[src/lnmc_defs.vh]
// lnmc_defs.vh: constants of the single-wire bus node mode controller
// assumes the including file compiles as Verilog-2005 or SystemVerilog
`ifndef LNMC_DEFS_VH
`define LNMC_DEFS_VH

`define LNMC_CLK_MHZ        24'h19
`define LNMC_CYC(us)        ((us) * `LNMC_CLK_MHZ)
`define LNMC_CNT_W          24

// times in microseconds
`define LNMC_DOMINANT_TIMEOUT_US       24'h1770
`define LNMC_T_TXREL_US     24'ha
`define LNMC_T_IGN_DEB_US   24'ha0
`define LNMC_T_RES_US       24'hfa0
`define LNMC_T_BUS_US       24'h64
`define LNMC_T_WAKE_US      24'h32
`define LNMC_T_TRIG_US      24'h5
`define LNMC_T_WD_US        24'h4e20

// one-hot mode codes
`define LNMC_ST_W           5
`define LNMC_ST_UNPWR       5'h01
`define LNMC_ST_FAILSAFE    5'h02
`define LNMC_ST_NORMAL      5'h04
`define LNMC_ST_SILENT      5'h08
`define LNMC_ST_SLEEP       5'h10

// wake-up source codes
`define LNMC_SRC_W          2
`define LNMC_SRC_BUS        2'h0
`define LNMC_SRC_PIN        2'h1
`define LNMC_SRC_IGN        2'h2
`define LNMC_SRC_EN         2'h3

`define LNMC_FIFO_DEPTH     8
`define LNMC_FIFO_AW        3

`endif

[src/lnmc_fifo.v]
// lnmc_fifo.v: small flip-flop FIFO with a registered output stage
// assumes one clock, synchronous active-high reset
`timescale 1ns/1ps
module lnmc_fifo #(
    parameter WIDTH = 2,
    parameter DEPTH = 8,
    parameter AW    = 3
) (
    input  wire             i_clk,
    input  wire             i_rst,
    input  wire             i_in_valid,
    output wire             o_in_ready,
    input  wire [WIDTH-1:0] i_in_data,
    output reg              o_out_valid,
    input  wire             i_out_ready,
    output reg  [WIDTH-1:0] o_out_data
);
    reg [WIDTH-1:0] mem [0:DEPTH-1];
    reg [AW-1:0]    wptr;
    reg [AW-1:0]    rptr;
    reg [AW:0]      count;
    wire            push;
    wire            pop;
    wire [AW:0]     depth_w;

    assign depth_w    = DEPTH[AW:0];
    assign o_in_ready = (count != depth_w);
    assign push       = i_in_valid & o_in_ready;
    // output stage refills whenever it is empty or being drained
    assign pop        = (count != {(AW+1){1'b0}}) & (~o_out_valid | i_out_ready);

    always @(posedge i_clk) begin
        if (i_rst) begin
            wptr        <= {AW{1'b0}};
            rptr        <= {AW{1'b0}};
            count       <= {(AW+1){1'b0}};
            o_out_valid <= 1'b0;
            o_out_data  <= {WIDTH{1'b0}};
        end else begin
            if (push) begin
                mem[wptr] <= i_in_data;
                wptr      <= wptr + 1'b1;
            end
            if (pop) begin
                o_out_data <= mem[rptr];
                rptr       <= rptr + 1'b1;
            end
            if (pop)
                o_out_valid <= 1'b1;
            else if (i_out_ready)
                o_out_valid <= 1'b0;
            if (push & ~pop)
                count <= count + 1'b1;
            else if (pop & ~push)
                count <= count - 1'b1;
        end
    end
endmodule // lnmc_fifo

[src/lnmc_top.v]
// lnmc_top.v: mode control, transmit/receive paths, wake-up and reset logic
// of a single-wire bus node system-basis chip.
// assumes all pin inputs are already synchronous to i_clk; analog monitors
// arrive as clean levels; i_clk runs at 25 MHz.
`timescale 1ns/1ps
`include "lnmc_defs.vh"
module lnmc_top #(
    parameter [`LNMC_CNT_W-1:0] DOM_CYC   = `LNMC_CYC(`LNMC_DOMINANT_TIMEOUT_US),
    parameter [`LNMC_CNT_W-1:0] REL_CYC   = `LNMC_CYC(`LNMC_T_TXREL_US),
    parameter [`LNMC_CNT_W-1:0] IGN_CYC   = `LNMC_CYC(`LNMC_T_IGN_DEB_US),
    parameter [`LNMC_CNT_W-1:0] RES_CYC   = `LNMC_CYC(`LNMC_T_RES_US),
    parameter [`LNMC_CNT_W-1:0] BUS_CYC   = `LNMC_CYC(`LNMC_T_BUS_US),
    parameter [`LNMC_CNT_W-1:0] WAKE_CYC  = `LNMC_CYC(`LNMC_T_WAKE_US),
    parameter [`LNMC_CNT_W-1:0] TRIG_CYC  = `LNMC_CYC(`LNMC_T_TRIG_US),
    parameter [`LNMC_CNT_W-1:0] WD_CYC    = `LNMC_CYC(`LNMC_T_WD_US)
) (
    input  wire                  i_clk,
    input  wire                  i_rst,
    input  wire                  i_battery_supply_ok,
    input  wire                  i_regulator_sense_ok,
    input  wire                  i_mode_enable,
    input  wire                  i_txd,
    input  wire                  i_bus,
    input  wire                  i_wake_n,
    input  wire                  i_ignition_wake_in,
    input  wire                  i_debug_select,
    input  wire                  i_watchdog_trigger_n,
    input  wire                  i_wake_ready,
    output reg                   o_bus_dominant,
    output reg                   o_rxd,
    output reg                   o_rxd_oe,
    output reg                   o_txd,
    output reg                   o_txd_oe,
    output reg                   o_reset_out_n,
    output reg                   o_reset_out_n_oe,
    output reg                   o_ext_regulator_inhibit,
    output reg                   o_regulator_en,
    output reg                   o_regulator_full,
    output reg                   o_watchdog_osc_bias,
    output reg  [`LNMC_ST_W-1:0] o_mode,
    output wire                  o_wake_valid,
    output wire [`LNMC_SRC_W-1:0] o_wake_src
);
    localparam [`LNMC_CNT_W-1:0] CNT_ZERO = {`LNMC_CNT_W{1'b0}};
    localparam [`LNMC_CNT_W-1:0] CNT_ONE  = {{(`LNMC_CNT_W-1){1'b0}}, 1'b1};

    reg  [`LNMC_ST_W-1:0]  state;
    reg  [`LNMC_ST_W-1:0]  next_state;
    reg  [`LNMC_CNT_W-1:0] dom_cnt;
    reg  [`LNMC_CNT_W-1:0] rel_cnt;
    reg  [`LNMC_CNT_W-1:0] ign_cnt;
    reg  [`LNMC_CNT_W-1:0] wake_cnt;
    reg  [`LNMC_CNT_W-1:0] bus_cnt;
    reg  [`LNMC_CNT_W-1:0] trig_cnt;
    reg  [`LNMC_CNT_W-1:0] wd_cnt;
    reg  [`LNMC_CNT_W-1:0] res_cnt;
    reg                    dom_timeout;
    reg                    en_prev;
    reg                    ign_prev;
    reg                    ign_arm;
    reg                    wake_prev_n;
    reg                    wake_arm;
    reg                    bus_prev;
    reg                    uv_reset;
    reg                    wake_pend;
    reg [`LNMC_SRC_W-1:0]  wake_pend_src;
    reg                    last_local;
    reg                    wake_shown;

    wire st_unpwr    = state[0];
    wire st_failsafe = state[1];
    wire st_normal   = state[2];
    wire st_silent   = state[3];
    wire st_sleep    = state[4];
    wire asleep      = st_silent | st_sleep;

    // saturating increment keeps idle timers from wrapping into a false expiry
    function [`LNMC_CNT_W-1:0] sat_inc;
        input [`LNMC_CNT_W-1:0] c;
        begin
            sat_inc = (&c) ? c : c + CNT_ONE;
        end
    endfunction

    // regulator is off on purpose in Sleep, so its sense is ignored there
    wire reg_uv     = ~i_regulator_sense_ok & ~st_sleep & ~st_unpwr;
    wire trig_event = ~i_watchdog_trigger_n & (trig_cnt == TRIG_CYC - CNT_ONE);
    wire wd_active  = (st_normal | st_failsafe) & ~i_debug_select;
    wire wd_fail    = wd_active & (wd_cnt >= WD_CYC);
    wire res_active = reg_uv | (res_cnt != CNT_ZERO);
    wire en_fall    = en_prev & ~i_mode_enable;

    wire ign_fire  = ign_arm & i_ignition_wake_in & (ign_cnt >= IGN_CYC);
    wire pin_fire  = wake_arm & ~i_wake_n & (wake_cnt >= WAKE_CYC);
    wire bus_fire  = i_bus & ~bus_prev & (bus_cnt >= BUS_CYC);
    wire en_fire   = i_mode_enable;

    wire fifo_in_ready;
    wire wake_take = wake_pend & fifo_in_ready;

    lnmc_fifo #(
        .WIDTH (`LNMC_SRC_W),
        .DEPTH (`LNMC_FIFO_DEPTH),
        .AW    (`LNMC_FIFO_AW)
    ) u_wake_fifo (
        .i_clk       (i_clk),
        .i_rst       (i_rst),
        .i_in_valid  (wake_pend),
        .o_in_ready  (fifo_in_ready),
        .i_in_data   (wake_pend_src),
        .o_out_valid (o_wake_valid),
        .i_out_ready (i_wake_ready),
        .o_out_data  (o_wake_src)
    );

    // mode selection; a wake-up only takes effect once its source is logged
    always @* begin
        next_state = state;
        case (state)
            `LNMC_ST_UNPWR: begin
                if (i_battery_supply_ok)
                    next_state = `LNMC_ST_FAILSAFE;
            end
            `LNMC_ST_FAILSAFE: begin
                if (~res_active & i_mode_enable)
                    next_state = `LNMC_ST_NORMAL;
            end
            `LNMC_ST_NORMAL: begin
                if (res_active)
                    next_state = `LNMC_ST_FAILSAFE;
                else if (en_fall & i_txd)
                    next_state = `LNMC_ST_SILENT;
                else if (en_fall)
                    next_state = `LNMC_ST_SLEEP;
            end
            `LNMC_ST_SILENT, `LNMC_ST_SLEEP: begin
                if (res_active | ~i_battery_supply_ok)
                    next_state = `LNMC_ST_FAILSAFE;
                else if (wake_take & (wake_pend_src == `LNMC_SRC_EN))
                    next_state = `LNMC_ST_NORMAL;
                else if (wake_take)
                    next_state = `LNMC_ST_FAILSAFE;
            end
            default: next_state = `LNMC_ST_FAILSAFE;
        endcase
    end

    always @(posedge i_clk) begin
        if (i_rst) begin
            state <= `LNMC_ST_UNPWR;
        end else begin
            state <= next_state;
        end
    end

    // edge history and input timers
    always @(posedge i_clk) begin
        if (i_rst) begin
            en_prev     <= 1'b0;
            ign_prev    <= 1'b0;
            ign_arm     <= 1'b0;
            ign_cnt     <= CNT_ZERO;
            wake_prev_n <= 1'b1;
            wake_arm    <= 1'b0;
            wake_cnt    <= CNT_ZERO;
            bus_prev    <= 1'b1;
            bus_cnt     <= CNT_ZERO;
            trig_cnt    <= CNT_ZERO;
        end else begin
            en_prev     <= i_mode_enable;
            ign_prev    <= i_ignition_wake_in;
            wake_prev_n <= i_wake_n;
            bus_prev    <= i_bus;
            // a steady high level never re-arms, so a held ignition allows sleep
            if (i_ignition_wake_in & ~ign_prev)
                ign_arm <= 1'b1;
            else if (~i_ignition_wake_in | ign_fire)
                ign_arm <= 1'b0;
            ign_cnt <= (ign_arm & i_ignition_wake_in) ? sat_inc(ign_cnt) : CNT_ZERO;
            if (~i_wake_n & wake_prev_n)
                wake_arm <= 1'b1;
            else if (i_wake_n | pin_fire)
                wake_arm <= 1'b0;
            wake_cnt <= (wake_arm & ~i_wake_n) ? sat_inc(wake_cnt) : CNT_ZERO;
            bus_cnt  <= ~i_bus ? sat_inc(bus_cnt) : (bus_prev ? CNT_ZERO : bus_cnt);
            trig_cnt <= ~i_watchdog_trigger_n ? sat_inc(trig_cnt) : CNT_ZERO;
        end
    end

    // transmit dominant time-out
    always @(posedge i_clk) begin
        if (i_rst) begin
            dom_cnt     <= CNT_ZERO;
            rel_cnt     <= CNT_ZERO;
            dom_timeout <= 1'b0;
        end else begin
            dom_cnt <= (st_normal & ~i_txd) ? sat_inc(dom_cnt) : CNT_ZERO;
            rel_cnt <= (dom_timeout & i_txd) ? sat_inc(rel_cnt) : CNT_ZERO;
            if (dom_cnt >= DOM_CYC)
                dom_timeout <= 1'b1;
            else if (rel_cnt >= REL_CYC)
                dom_timeout <= 1'b0;
        end
    end

    // watchdog and reset timing
    always @(posedge i_clk) begin
        if (i_rst) begin
            wd_cnt   <= CNT_ZERO;
            res_cnt  <= CNT_ZERO;
            uv_reset <= 1'b0;
        end else begin
            if (~wd_active | trig_event | res_active)
                wd_cnt <= CNT_ZERO;
            else
                wd_cnt <= sat_inc(wd_cnt);
            if (st_unpwr & i_battery_supply_ok)
                res_cnt <= RES_CYC;
            else if (reg_uv | wd_fail)
                res_cnt <= RES_CYC;
            else if (res_cnt != CNT_ZERO)
                res_cnt <= res_cnt - CNT_ONE;
            if (reg_uv)
                uv_reset <= 1'b1;
            else if (res_cnt == CNT_ZERO)
                uv_reset <= 1'b0;
        end
    end

    // wake-up capture; a new request is only taken while none is pending, so the clear of the one being logged wins
    always @(posedge i_clk) begin
        if (i_rst) begin
            wake_pend     <= 1'b0;
            wake_pend_src <= `LNMC_SRC_BUS;
            last_local    <= 1'b0;
            wake_shown    <= 1'b0;
        end else begin
            if (asleep & ~wake_pend & en_fire) begin
                wake_pend     <= 1'b1;
                wake_pend_src <= `LNMC_SRC_EN;
            end else if (asleep & ~wake_pend & pin_fire) begin
                wake_pend     <= 1'b1;
                wake_pend_src <= `LNMC_SRC_PIN;
            end else if (asleep & ~wake_pend & ign_fire) begin
                wake_pend     <= 1'b1;
                wake_pend_src <= `LNMC_SRC_IGN;
            end else if (asleep & ~wake_pend & bus_fire) begin
                wake_pend     <= 1'b1;
                wake_pend_src <= `LNMC_SRC_BUS;
            end else if (wake_take | ~asleep) begin
                wake_pend <= 1'b0;
            end
            if (wake_take)
                last_local <= (wake_pend_src == `LNMC_SRC_PIN) | (wake_pend_src == `LNMC_SRC_IGN);
            if (wake_take & (wake_pend_src != `LNMC_SRC_EN))
                wake_shown <= 1'b1;
            else if (st_normal)
                wake_shown <= 1'b0;
        end
    end

    // pin outputs follow the present mode one cycle later
    always @(posedge i_clk) begin
        if (i_rst) begin
            o_bus_dominant          <= 1'b0;
            o_rxd                   <= 1'b0;
            o_rxd_oe                <= 1'b0;
            o_txd                   <= 1'b1;
            o_txd_oe                <= 1'b0;
            o_reset_out_n           <= 1'b0;
            o_reset_out_n_oe        <= 1'b0;
            o_ext_regulator_inhibit <= 1'b0;
            o_regulator_en          <= 1'b0;
            o_regulator_full        <= 1'b0;
            o_watchdog_osc_bias     <= 1'b0;
            o_mode                  <= `LNMC_ST_UNPWR;
        end else begin
            o_mode         <= state;
            // on leaving fail-safe the pin still reads back our own latched low for a cycle
            o_bus_dominant <= st_normal & ~o_txd_oe & ~i_txd & ~dom_timeout & i_battery_supply_ok;
            o_rxd_oe       <= ~st_unpwr;
            if (st_normal)
                o_rxd <= i_bus;
            else if (st_failsafe)
                o_rxd <= ~wake_shown;
            else
                o_rxd <= st_silent;
            o_txd_oe      <= st_failsafe;
            o_txd         <= ~(st_failsafe & last_local);
            o_reset_out_n <= 1'b0;
            // sleep keeps reset low because the regulator is off
            o_reset_out_n_oe        <= res_active | st_sleep;
            o_ext_regulator_inhibit <= (st_normal | st_failsafe) & ~uv_reset & ~reg_uv;
            o_regulator_en          <= ~st_unpwr & ~st_sleep;
            o_regulator_full        <= st_normal | st_failsafe | st_silent;
            o_watchdog_osc_bias     <= wd_active;
        end
    end
endmodule // lnmc_top

[config.mk]
export PLATFORM = sky130hd
export DESIGN_NAME = lnmc_top
export DESIGN_NICKNAME = d
export VERILOG_FILES = /design/src/lnmc_fifo.v /design/src/lnmc_top.v
export VERILOG_INCLUDE_DIRS = /design/src
export SDC_FILE = /design/constraint.sdc
export NUM_CORES = 1
export LEC_CHECK = 0
export ABC_AREA = 1
export BUFFER_PORTS_ARGS = -buffer_cell sky130_fd_sc_hd__buf_2
export CAP_MARGIN = 20
export CORE_MARGIN = 2
export CORE_UTILIZATION = 35
export CTS_CLUSTER_SIZE = 30
export DETAILED_ROUTE_END_ITERATION = 6
export PLACE_DENSITY = 0.47
export SLEW_MARGIN = 20
export SYNTH_ARGS = -nofsm -noshare
export SYNTH_HDL_FRONTEND = slang
export SYNTH_SLANG_ARGS = --single-unit
[constraint.sdc]
create_clock -name i_clk -period 3.1 [get_ports i_clk]
set_input_delay 0.465 -clock i_clk [delete_from_list [all_inputs] [get_ports i_clk]]
set_output_delay 0.465 -clock i_clk [all_outputs]
set_load 0.01 [all_outputs]
# After elaboration in Yosys (flattened, before gate mapping)
# Memory sizes are Yosys's and may differ from the RTL's. A register that Yosys moved wholly into a read port is not among the register bits.
# Index checks and enable logic that the tools add are counted.
op_classes:
  addsub: 12
  magnitude_cmp: 6
  n_eq_ne: 17
  mux: 43
  bitwise_logic: 81
  n_reduce_logical: 30
ops:
  columns: ["cell", "n"]
  rows:
  - ["$add A24 B1 Y24 const B", 7]
  - ["$reduce_and A24 Y1", 7]
  - ["$mux W24", 3]
  - ["$mux W17", 3]
  - ["$ge A24 B12 Y1 const B", 2]
  - ["$mux W5", 8]
  - ["$and A1 B1 Y1", 38]
  - ["$not A1 Y1", 29]
  - ["$eq A24 B7 Y1 const B", 1]
  - ["$ge A24 B11 Y1 const B", 1]
  - ["$ge A24 B18 Y1 const B", 1]
  - ["$ge A24 B19 Y1 const B", 1]
  - ["$ge A24 B8 Y1 const B", 1]
  - ["$logic_not A24 Y1", 1]
  - ["$reduce_bool A24 Y1", 1]
  - ["$sub A24 B1 Y24 const B", 1]
  - ["$mux W1", 22]
  - ["$pmux W5 S4", 1]
  - ["$or A1 B1 Y1", 14]
  - ["$reduce_bool A2 Y1", 7]
  - ["$reduce_or A2 Y1", 7]
  - ["$mux W2", 4]
  - ["$mux W4", 2]
  - ["$ne A2 B2 Y1 const B", 4]
  - ["19 further kinds", 23]
word_totals:
  ff_bits: 236
  mem_bits_rw: 16
  input_bits: 12
  output_inout_bits: 19
  elab_cells: 227
  mem_count: 1
mem_list:
  columns: ["memory", "words", "word_bits", "rd", "rd_ports_with_merged_regs", "write_ports", "line_no", "rtl"]
  rows:
  - ["u_wake_fifo.mem", 8, 2, 1, 1, 1, "lnmc_fifo.v:18", "reg [WIDTH-1:0] mem [0:DEPTH-1];"]

# Logic depth before layout (Yosys ltp)
# Gate-level depths: netlist of run 1.
depth:
  word_depth: 8
  depth_mapped: 16
  ltp_nobuf: 16

# Hierarchy
# Synthesis of run 1 repeated with hierarchy kept, for this count alone.
hier_totals:
  cells_unflattened: 1984
  hier_area_um2: 13629.3
modules_own_cells:
  columns: ["module", "n_inst", "cells_each", "area_each_um2", "seq_area_each_um2"]
  rows:
  - ["lnmc_top", 1, 1824, 12181.7, 4484.3]
  - ["lnmc_fifo", 1, 160, 1447.6, 740.7]

# Least setup slack after synthesis of run 1
# OpenSTA, ideal clock, no wires.
synth_timing:
  path_kind: "in2reg"
  start: "in i_wake_ready"
  end: "reg u_wake_fifo.count[3]"
  setup_time_ns: 0.119
  t_arrival_ns: 2.205
  t_required_ns: 2.981
  path_slack_ns: 0.776
  cell_stages: 14
  path_buffers: 0
  path_cell_list: "nor2_1 -> a31oi_1 -> inv_1 -> ha_1 -> inv_1 -> ha_1 -> nand2_1 -> nand2_1 -> a21oi_1 -> nor2_1 -> nor2_1 -> nand2_1 -> o21ai_0 -> a21oi_1"
synth_between:
  elab_chain_cells: 5
  word_cells_on_any_way: 7
  cone_classes: "mux: 1; bitwise: 5; reduce/logical: 1"
synth_lines:
  columns: ["item", "line_no", "rtl"]
  rows:
  - ["start, declared", "lnmc_top.v:28", "input wire i_wake_ready,"]
  - ["$or A1 B1 Y1 (*)", "lnmc_fifo.v:30", "assign pop = (count != {(AW+1){1'b0}}) & (~o_out_valid | i_out_ready);"]
  - ["$and A1 B1 Y1 (*)", "lnmc_fifo.v:30", null]
  - ["$not A1 Y1", "lnmc_fifo.v:52", "if (push & ~pop)"]
  - ["$and A1 B1 Y1", "lnmc_fifo.v:52", null]
  - ["$mux W4 or $reduce_bool A2 Y1 (tied branches)", null, null]
  - ["end signal, assigned", "lnmc_fifo.v:36", "count <= {(AW+1){1'b0}};"]
  - ["end signal, assigned", "lnmc_fifo.v:53", "count <= count + 1'b1;"]
  - ["end signal, assigned", "lnmc_fifo.v:55", "count <= count - 1'b1;"]
  - ["end, declared", "lnmc_fifo.v:21", "reg [AW:0] count;"]
# Mark *: on every way between the ends. The rest lies on a longest branch, timed or not.
# A chain may end at the register's enable or synchronous reset.

# Worst setup path after layout of run 1
layout_timing:
  start: "reg u_wake_fifo.count[0]"
  end: "reg u_wake_fifo.count[3]"
layout_between:
  elab_chain_cells: 5
  word_cells_on_any_way: 13
  cone_classes: "add/sub: 2; eq/ne: 1; mux: 2; bitwise: 6; reduce/logical: 2"
layout_lines:
  columns: ["item", "line_no", "rtl"]
  rows:
  - ["$ne A4 B4 Y1 (*)", "lnmc_fifo.v:27", "assign o_in_ready = (count != depth_w);"]
  - ["$and A1 B1 Y1 (*)", "lnmc_fifo.v:28", "assign push = i_in_valid & o_in_ready;"]
  - ["via u_wake_fifo.push", "lnmc_fifo.v:22", "wire push;"]
  - ["$not A1 Y1", "lnmc_fifo.v:54", "else if (pop & ~push)"]
  - ["$and A1 B1 Y1", "lnmc_fifo.v:54", null]
  - ["$reduce_bool A2 Y1 (no source line)", null, null]
# The timed path passes the listed nets; every way through them passes the cells marked *. The select of a mux whose other input is x is not followed.

==> impl_metrics.json, run 1 <==
{
  "commonest_register_cell_after_synthesis": "sky130_fd_sc_hd__dfxtp_1",
  "whs_path_depth": 2,
  "htreeDepth": 1,
  "leading_cell_type_in_the_layout_fill_and_taps_excluded": "sky130_fd_sc_hd__nand2_1",
  "power.combinational.fraction_pct": 13.1,
  "ios": 31,
  "swShare_pct": 27.1,
  "worst-r2r-cell-count": 15,
  "drt_pre_antenna_iters": 5,
  "finalWirelength_mm": 33.3,
  "cp.arrival_ns": 2.93,
  "hold-path-endpoint": "o_watchdog_osc_bias",
  "gp_congestion": 0.853,
  "top_signal_layer_used": "met4",
  "r2r-end": "u_wake_fifo.count[3]",
  "cp-end-kind": "flip-flop",
  "rows": 71,
  "netlist_area_mm2": 0.0135,
  "worst-path-buf-inv": 2,
  "power_mw": 8.43,
  "drt-wirelength-per-cell_um": 13.1,
  "clock_sinks": 253,
  "postSynthRegisterBits": 253,
  "tightest_slew_ns": 0.959,
  "die_x_um": 200,
  "rrSetupSlack_ns": 0.63,
  "critical_path.startpoint_type": "flip-flop",
  "starting_density_pct": 35.7,
  "cap_viol_max_count": 0,
  "finalWorstPathRequiredPeriod_ns": 2.47,
  "finalHoldViolCount": 0,
  "slew_violations": 0,
  "worst_slew_margin_rel_pct": 35.9,
  "cts_resized": 0,
  "worst_clk_skew_ns": 0.0146,
  "critPathTopFamily": "simple AND/OR/NAND/NOR gates",
  "number_of_warnings_issued_by_yosys": 0,
  "gr-total-overflow": 0,
  "layout-area-overhead-vs-synth_pct": 13.0,
  "drc": 0,
  "crit-reg2reg-launch": "u_wake_fifo.count[0]",
  "final.setup.tns_ns": 0,
  "met2RoutedLength_mm": 15.1,
  "die-height_um": 200,
  "placeableCoreArea_mm2": 0.0378,
  "syn-instance-count": 1957,
  "io_buffers": 29,
  "critical-path-max-stage-delay_ns": 0.41,
  "clockPowerShare_pct": 44.1,
  "die-area_mm2": 0.0401,
  "number_of_buffers_created_by_cts": 31,
  "post_route_cells_drive_above_1_share_pct": 7.67,
  "cts.hold.buffers_added": 0,
  "detailed_place_hpwl_mm": 24.8,
  "postSynth.asyncResetShare_pct": 0,
  "route.vias.total": 12100,
  "power.leakage_nw": 6.43,
  "initialDrtViolationCount": 620,
  "maximum_number_of_pins_on_one_net_before_global_route_repair": 28,
  "max_freq_mhz": 405,
  "status": "complete, no violations",
  "final_cell_count_no_fill": 2533,
  "first_global_vias": 11600,
  "finalSetupViolations": 0,
  "routed_via_density": 4.77,
  "synth_sequential_area_ratio_pct": 38.7,
  "rsz0062_at_grt": "false",
  "layout_common_cells": "363 x sky130_fd_sc_hd__nand2_1, 307 x sky130_fd_sc_hd__inv_1, 298 x sky130_fd_sc_hd__nor2_1",
  "worstPathRequired_ns": 3.56,
  "met3_routed_length_mm": 1.04,
  "layout_worst_path_cycle_share_pct": 79.6,
  "antenna_cells": 0,
  "grt_first_pass_wirelength_mm": 57.4,
  "number_of_placed_cells_counting_well_taps": 2476,
  "max-clock-path-buffers": 3,
  "number_of_synthesized_flops_with_an_enable_pin": 16,
  "drtAntennaViolNets": 0,
  "cp_max_fo": 7,
  "clkLatencyLatePin_ns": 0.57,
  "pwr_density_cell_mw_per_mm2": 553,
  "cts_setup_buffers": 0,
  "met1Wirelength_mm": 16.6,
  "final_nets": 2032,
  "avgSynthCellArea_um2": 6.90,
  "seq_power_share_pct": 42.8,
  "synth.lib_cells_used.distinct": 59,
  "cell_internal_pwr_mw": 6.14,
  "synth_nets": 1991,
  "hold_path.startpoint": "i_debug_select",
  "crit_chain": "nor2_1 -> nand2_1 -> inv_1 -> nor2_1 -> ha_1 -> inv_1 -> ha_1 -> nand2_1 -> nand2_1 -> a21oi_1 -> nor2_1 -> nor2_1 -> nand2_1 -> o21ai_0 -> a21oi_1",
  "grt_use_total_pct": 16.7,
  "net-switching-power_mw": 2.29,
  "ir_worst_vdd_v": 0.000435,
  "clk_pin_slew_worst_paths_ns": 0.06,
  "tritoncts": "done",
  "setup_cp_type": "flip-flop to flip-flop",
  "fill_cells": 4060,
  "hold_path_class": "input pin to flip-flop",
  "crit_path_top_delay_cell": "sky130_fd_sc_hd__dfxtp_1",
  "clockRootBuffer": "sky130_fd_sc_hd__clkbuf_16",
  "antenna_found_initial": 0
}
through the flow:
stage / instance area, um^2 / hold WS (ns) / utilization, % / setup slack (ns)
2_1_floorplan: 13500 / 0.362 / - / 0.776
3_3_place_gp: 14200 / 0.412 / 37.5 / 0.667
4_1_cts: 15300 / 0.0871 / 40.3 / 0.643
3_5_place_dp: 14200 / 0.406 / 37.5 / 0.621
6_report: 15300 / 0.116 / 40.3 / 0.633
5_1_grt: 15300 / 0.0869 / 40.3 / 0.368
cells by family (layout without fill, tap and decap cells):
family	count (synthesis)	count (layout)	synth area share [%]
other	1	1	0.0278
AND/OR/NAND/NOR	1014	1014	34.2
adder cells (fa/ha/maj)	22	22	2.10
AO/OA/AOI/OAI	236	236	9.53
XOR/XNOR	84	84	5.45
buffers and inverters	347	412	9.97
flip-flops	253	253	38.7
area by class of cell:
| class | count | area [um^2] | area share [%] |
|---|---|---|---|
| multi-input cells | 1357 | 6930 | 45.4 |
| flip-flops and latches | 253 | 5230 | 34.3 |
| inverters | 318 | 1200 | 7.84 |
| clock buffers | 43 | 872 | 5.72 |
| well taps | 511 | 639 | 4.19 |
| repair buffers | 37 | 205 | 1.35 |
| clock inverters | 14 | 185 | 1.21 |
worst register-to-register path: cells and delay by family (launching register included):
family	cells	cell delay, ns
simple gates	8	0.87
compound gates	3	0.34
flops	1	0.41
buf+inv	2	0.15
fa+ha+maj	2	0.58
flip-flops by register name, indices dropped and copies added (netlist names), 3 cells and up:
signal and cells:
bus_cnt 24, u_wake_fifo.wptr 3, res_cnt 24, trig_cnt 24, state 5, u_wake_fifo.mem 16, dom_cnt 24, o_mode 5
ign_cnt 24, wake_cnt 24, u_wake_fifo.rptr 3, rel_cnt 24, wd_cnt 24, u_wake_fifo.count 4
cells in the mapped netlist (all sizes together), types with 2 or more instances:
master  instances  area share, %
a21oi          83            3.2
a31oi          18           0.83
and2            2          0.093
and3            2          0.093
buf            18           0.80
clkbuf         11           0.31
clkinv          2          0.056
dfxtp         237             35
edfxtp         16            3.6
ha             21            1.9
inv           316            8.8
nand2         371             11
nand3         137            5.4
nand3b          3           0.17
nand4          74            3.5
nor2          313            9.3
nor3           74            3.1
nor3b           3           0.17
nor4           18           0.88
o211ai          3           0.17
o21ai         115            4.3
o21bai          4           0.22
o221ai          2           0.13
o22ai           3           0.14
or2            16           0.74
xnor2          20            1.3
xor2           64            4.2
routing by layer:
layer  vias to the layer above  global-route usage (%)
met3                        43                    2.59
met5                         -                       0
met1                      5506                    22.8
met4                         0                    3.28
li1                       6398                       -
met2                       145                    28.1
worst max-delay path by stage:
| stage | startpoint | endpoint | slack [ns] | cells after the start |
|---|---|---|---|---|
| after detailed placement | i_wake_ready | u_wake_fifo.count[3] | 0.62 | 16 |
| final | u_wake_fifo.count[0] | u_wake_fifo.count[3] | 0.63 | 15 |
| after global routing | u_wake_fifo.count[0] | u_wake_fifo.count[3] | 0.37 | 15 |
| after floorplan | i_wake_ready | u_wake_fifo.count[3] | 0.78 | 14 |
| after global placement | i_wake_ready | u_wake_fifo.count[3] | 0.67 | 16 |
| after CTS | u_wake_fifo.count[0] | u_wake_fifo.count[3] | 0.64 | 15 |
power groups by stage:
stage / Clock (mW) / Sequential [mW] / Combinational, mW
2_1_floorplan: 0 / 3.65 / 0.827
3_3_place_gp: 0 / 3.68 / 1.11
3_5_place_dp: 0 / 3.68 / 1.12
4_1_cts: 3.85 / 3.61 / 1.12
5_1_grt: 3.98 / 3.64 / 1.29
6_report: 3.71 / 3.61 / 1.11
No activity file was read; power rests on OpenSTA's default activity.
==> run 2, diff against run 1 <==
--- a/config.mk
+++ b/config.mk
@@ -13,7 +13,7 @@
 export CORE_UTILIZATION = 35
 export CTS_CLUSTER_SIZE = 30
 export DETAILED_ROUTE_END_ITERATION = 6
-export PLACE_DENSITY = 0.47
+export PLACE_DENSITY = 0.48
 export SLEW_MARGIN = 20
 export SYNTH_ARGS = -nofsm -noshare
 export SYNTH_HDL_FRONTEND = slang
==> constraint.sdc (replaced) <==
create_clock -name i_clk -period 2 [get_ports i_clk]
set_input_delay 0.3 -clock i_clk [delete_from_list [all_inputs] [get_ports i_clk]]
set_output_delay 0.3 -clock i_clk [all_outputs]
set_load 0.01 [all_outputs]
==> run 2 against run 1 <==
  * Die area stayed put
  * Power is 60% higher
  * Worst hold slack got worse by 0.047 ns
==> impl_metrics.json, run 2 (synthesized netlist as in run 1, its figures left out) <==
{
  "clockRootBuffer": "sky130_fd_sc_hd__clkbuf_16",
  "worstPathRequired_ns": 2.46,
  "critical_path_source": "u_wake_fifo.count[3]",
  "antenna_cells": 0,
  "placeableCoreArea_mm2": 0.0378,
  "slew_violations": 0,
  "setup_cp_type": "flip-flop to flip-flop",
  "fill_cells": 3993,
  "critical_path.startpoint_type": "flip-flop",
  "io_buffers": 29,
  "cp-end-kind": "flip-flop",
  "finalWorstPathRequiredPeriod_ns": 1.96,
  "grt_use_total_pct": 16.7,
  "finalWirelength_mm": 33.8,
  "final-seq-area_mm2": 0.00523,
  "post-place-ws_ns": -0.0610,
  "die-height_um": 200,
  "drt-wirelength-per-cell_um": 13.0,
  "crit_chain": "inv_2 -> buf_4 -> a31oi_4 -> inv_2 -> ha_4 -> inv_2 -> ha_1 -> nand2_1 -> nand2_2 -> a21oi_2 -> nor2_1 -> nor2_1 -> nand2_1 -> o21ai_1 -> a21oi_1",
  "worst_slew_margin_rel_pct": 66.7,
  "number_of_placed_cells_counting_well_taps": 2532,
  "power.leakage_nw": 6.79,
  "drtAntennaViolNets": 0,
  "tightest_slew_ns": 0.496,
  "initialDrtViolationCount": 588,
  "grt_first_pass_wirelength_mm": 57.2,
  "layout-area-overhead-vs-synth_pct": 18.0,
  "max_freq_mhz": 511,
  "hold_path.startpoint": "i_debug_select",
  "routed_via_density": 4.71,
  "cp.arrival_ns": 2.42,
  "ios": 31,
  "critical-path-max-stage-delay_ns": 0.32,
  "worst_clk_skew_ns": 0.0104,
  "cp_max_fo": 3,
  "gr-total-overflow": 0,
  "antenna_found_initial": 0,
  "gp_congestion": 0.862,
  "status": "complete, no violations",
  "layout_worst_path_cycle_share_pct": 97.9,
  "clk_pin_slew_worst_paths_ns": 0.06,
  "tritoncts": "done",
  "maximum_number_of_pins_on_one_net_before_global_route_repair": 25,
  "detailed_place_hpwl_mm": 25.1,
  "die_x_um": 200,
  "starting_density_pct": 35.7,
  "final_nets": 2099,
  "die-area_mm2": 0.0401,
  "multi_input_area_mm2": 0.00704,
  "rsz0062_at_grt": "true",
  "rows": 71,
  "clock_sinks": 253,
  "layout_common_cells": "362 x sky130_fd_sc_hd__nand2_1, 301 x sky130_fd_sc_hd__inv_1, 290 x sky130_fd_sc_hd__nor2_1",
  "cap_viol_max_count": 0,
  "final_cell_count_no_fill": 2597,
  "number_of_buffers_created_by_cts": 31,
  "final.setup.worst_slack_ns": 0.0424,
  "crit-reg2reg-launch": "u_wake_fifo.count[3]",
  "crit_path_top_delay_cell": "sky130_fd_sc_hd__dfxtp_2",
  "pwr_density_cell_mw_per_mm2": 847,
  "critical_path.most_common_cell": "sky130_fd_sc_hd__inv_2",
  "htreeDepth": 1,
  "max-clock-path-buffers": 3,
  "finalSetupViolations": 0,
  "clkLatencyLatePin_ns": 0.57,
  "leading_cell_type_in_the_layout_fill_and_taps_excluded": "sky130_fd_sc_hd__nand2_1",
  "hold_path_class": "input pin to flip-flop",
  "first_global_vias": 11700,
  "drt_pre_antenna_iters": 5,
  "drc": 0,
  "route.vias.total": 12200,
  "post_route_cells_drive_above_1_share_pct": 11.8,
  "ir_worst_vdd_v": 0.000557,
  "finalHoldViolCount": 0
}
[run 2: cell count changes in the layout (fill, tap and decap cells not counted), sizes merged]
cell and change:
nor2 +1, dlygate4sd3 +3, clkbuf -3, buf +63, clkinvlp -1, inv +1
[run 2: cell type report]
class                      instances  area share [%]
multi-input combinational       1358            44.2
sequential                       253            32.9
inverter                         318            7.51
clock buffer                      40            5.55
timing repair buffer             103            4.68
tap                              511            4.02
clock inverter                    14            1.17
[run 2: power by group]
part / leakage (nW) / internal, mW / switching, mW / total [mW]
sequential: 2.07 / 5.36 / 0.196 / 5.56
combinational: 4.19 / 0.839 / 1.26 / 2.10
clock: 0.528 / 3.60 / 2.23 / 5.83
total: 6.79 / 9.81 / 3.68 / 13.5
[run 2: stage by stage]
stage	util (%)	hold WS (ns)	total power, mW	TNS (ns)	cell area (um^2)
finish	42.1	0.0698	13.5	0	15900
global route	42.1	0.0576	14.2	-0.199	15900
CTS	41.6	0.0505	13.6	0	15800
detailed placement	38.7	0.416	7.65	-0.0610	14600
global placement	38.7	0.410	7.63	0	14600
floorplan	-	0.362	6.98	0	13500
[run 2: critical path: cells and delay by family (launching register included)]
kind | cells | cell delay [ns]
AOI/OAI and AO/OA | 4 | 0.48
adders and majority gates | 2 | 0.38
buffers and inverters | 4 | 0.31
DFF | 1 | 0.32
and+or+nand+nor | 5 | 0.36
[run 2: final timing paths]
path | slack (ns) | cells past startpoint | to
setup reg to reg | 0.04 | 15 | u_wake_fifo.count[3]
hold reg to reg | 0.42 | 1 | o_txd
hold / removal | 0.07 | 3 | o_watchdog_osc_bias
setup / recovery | 0.04 | 15 | u_wake_fifo.count[3]
[run 2: timing repair]
action	4_1_cts	5_1_grt
setup buffers	0	7
pin swaps	0	12
hold buffers	3	0
setup endpoints to repair	2	52
gates cloned	0	1
endpoints found under the hold margin	3	0
gates resized for setup	4	24
[run 2: layer usage]
layer	routed length (um)	share of wire (%)	vias to the layer above	track usage [%]
met2	15000	44	179	27.5
met3	1180	3.5	49	2.70
met4	751	2.2	0	4.37
met1	16900	50	5467	22.8
met5	0	0	-	0
li1	-	-	6541	-
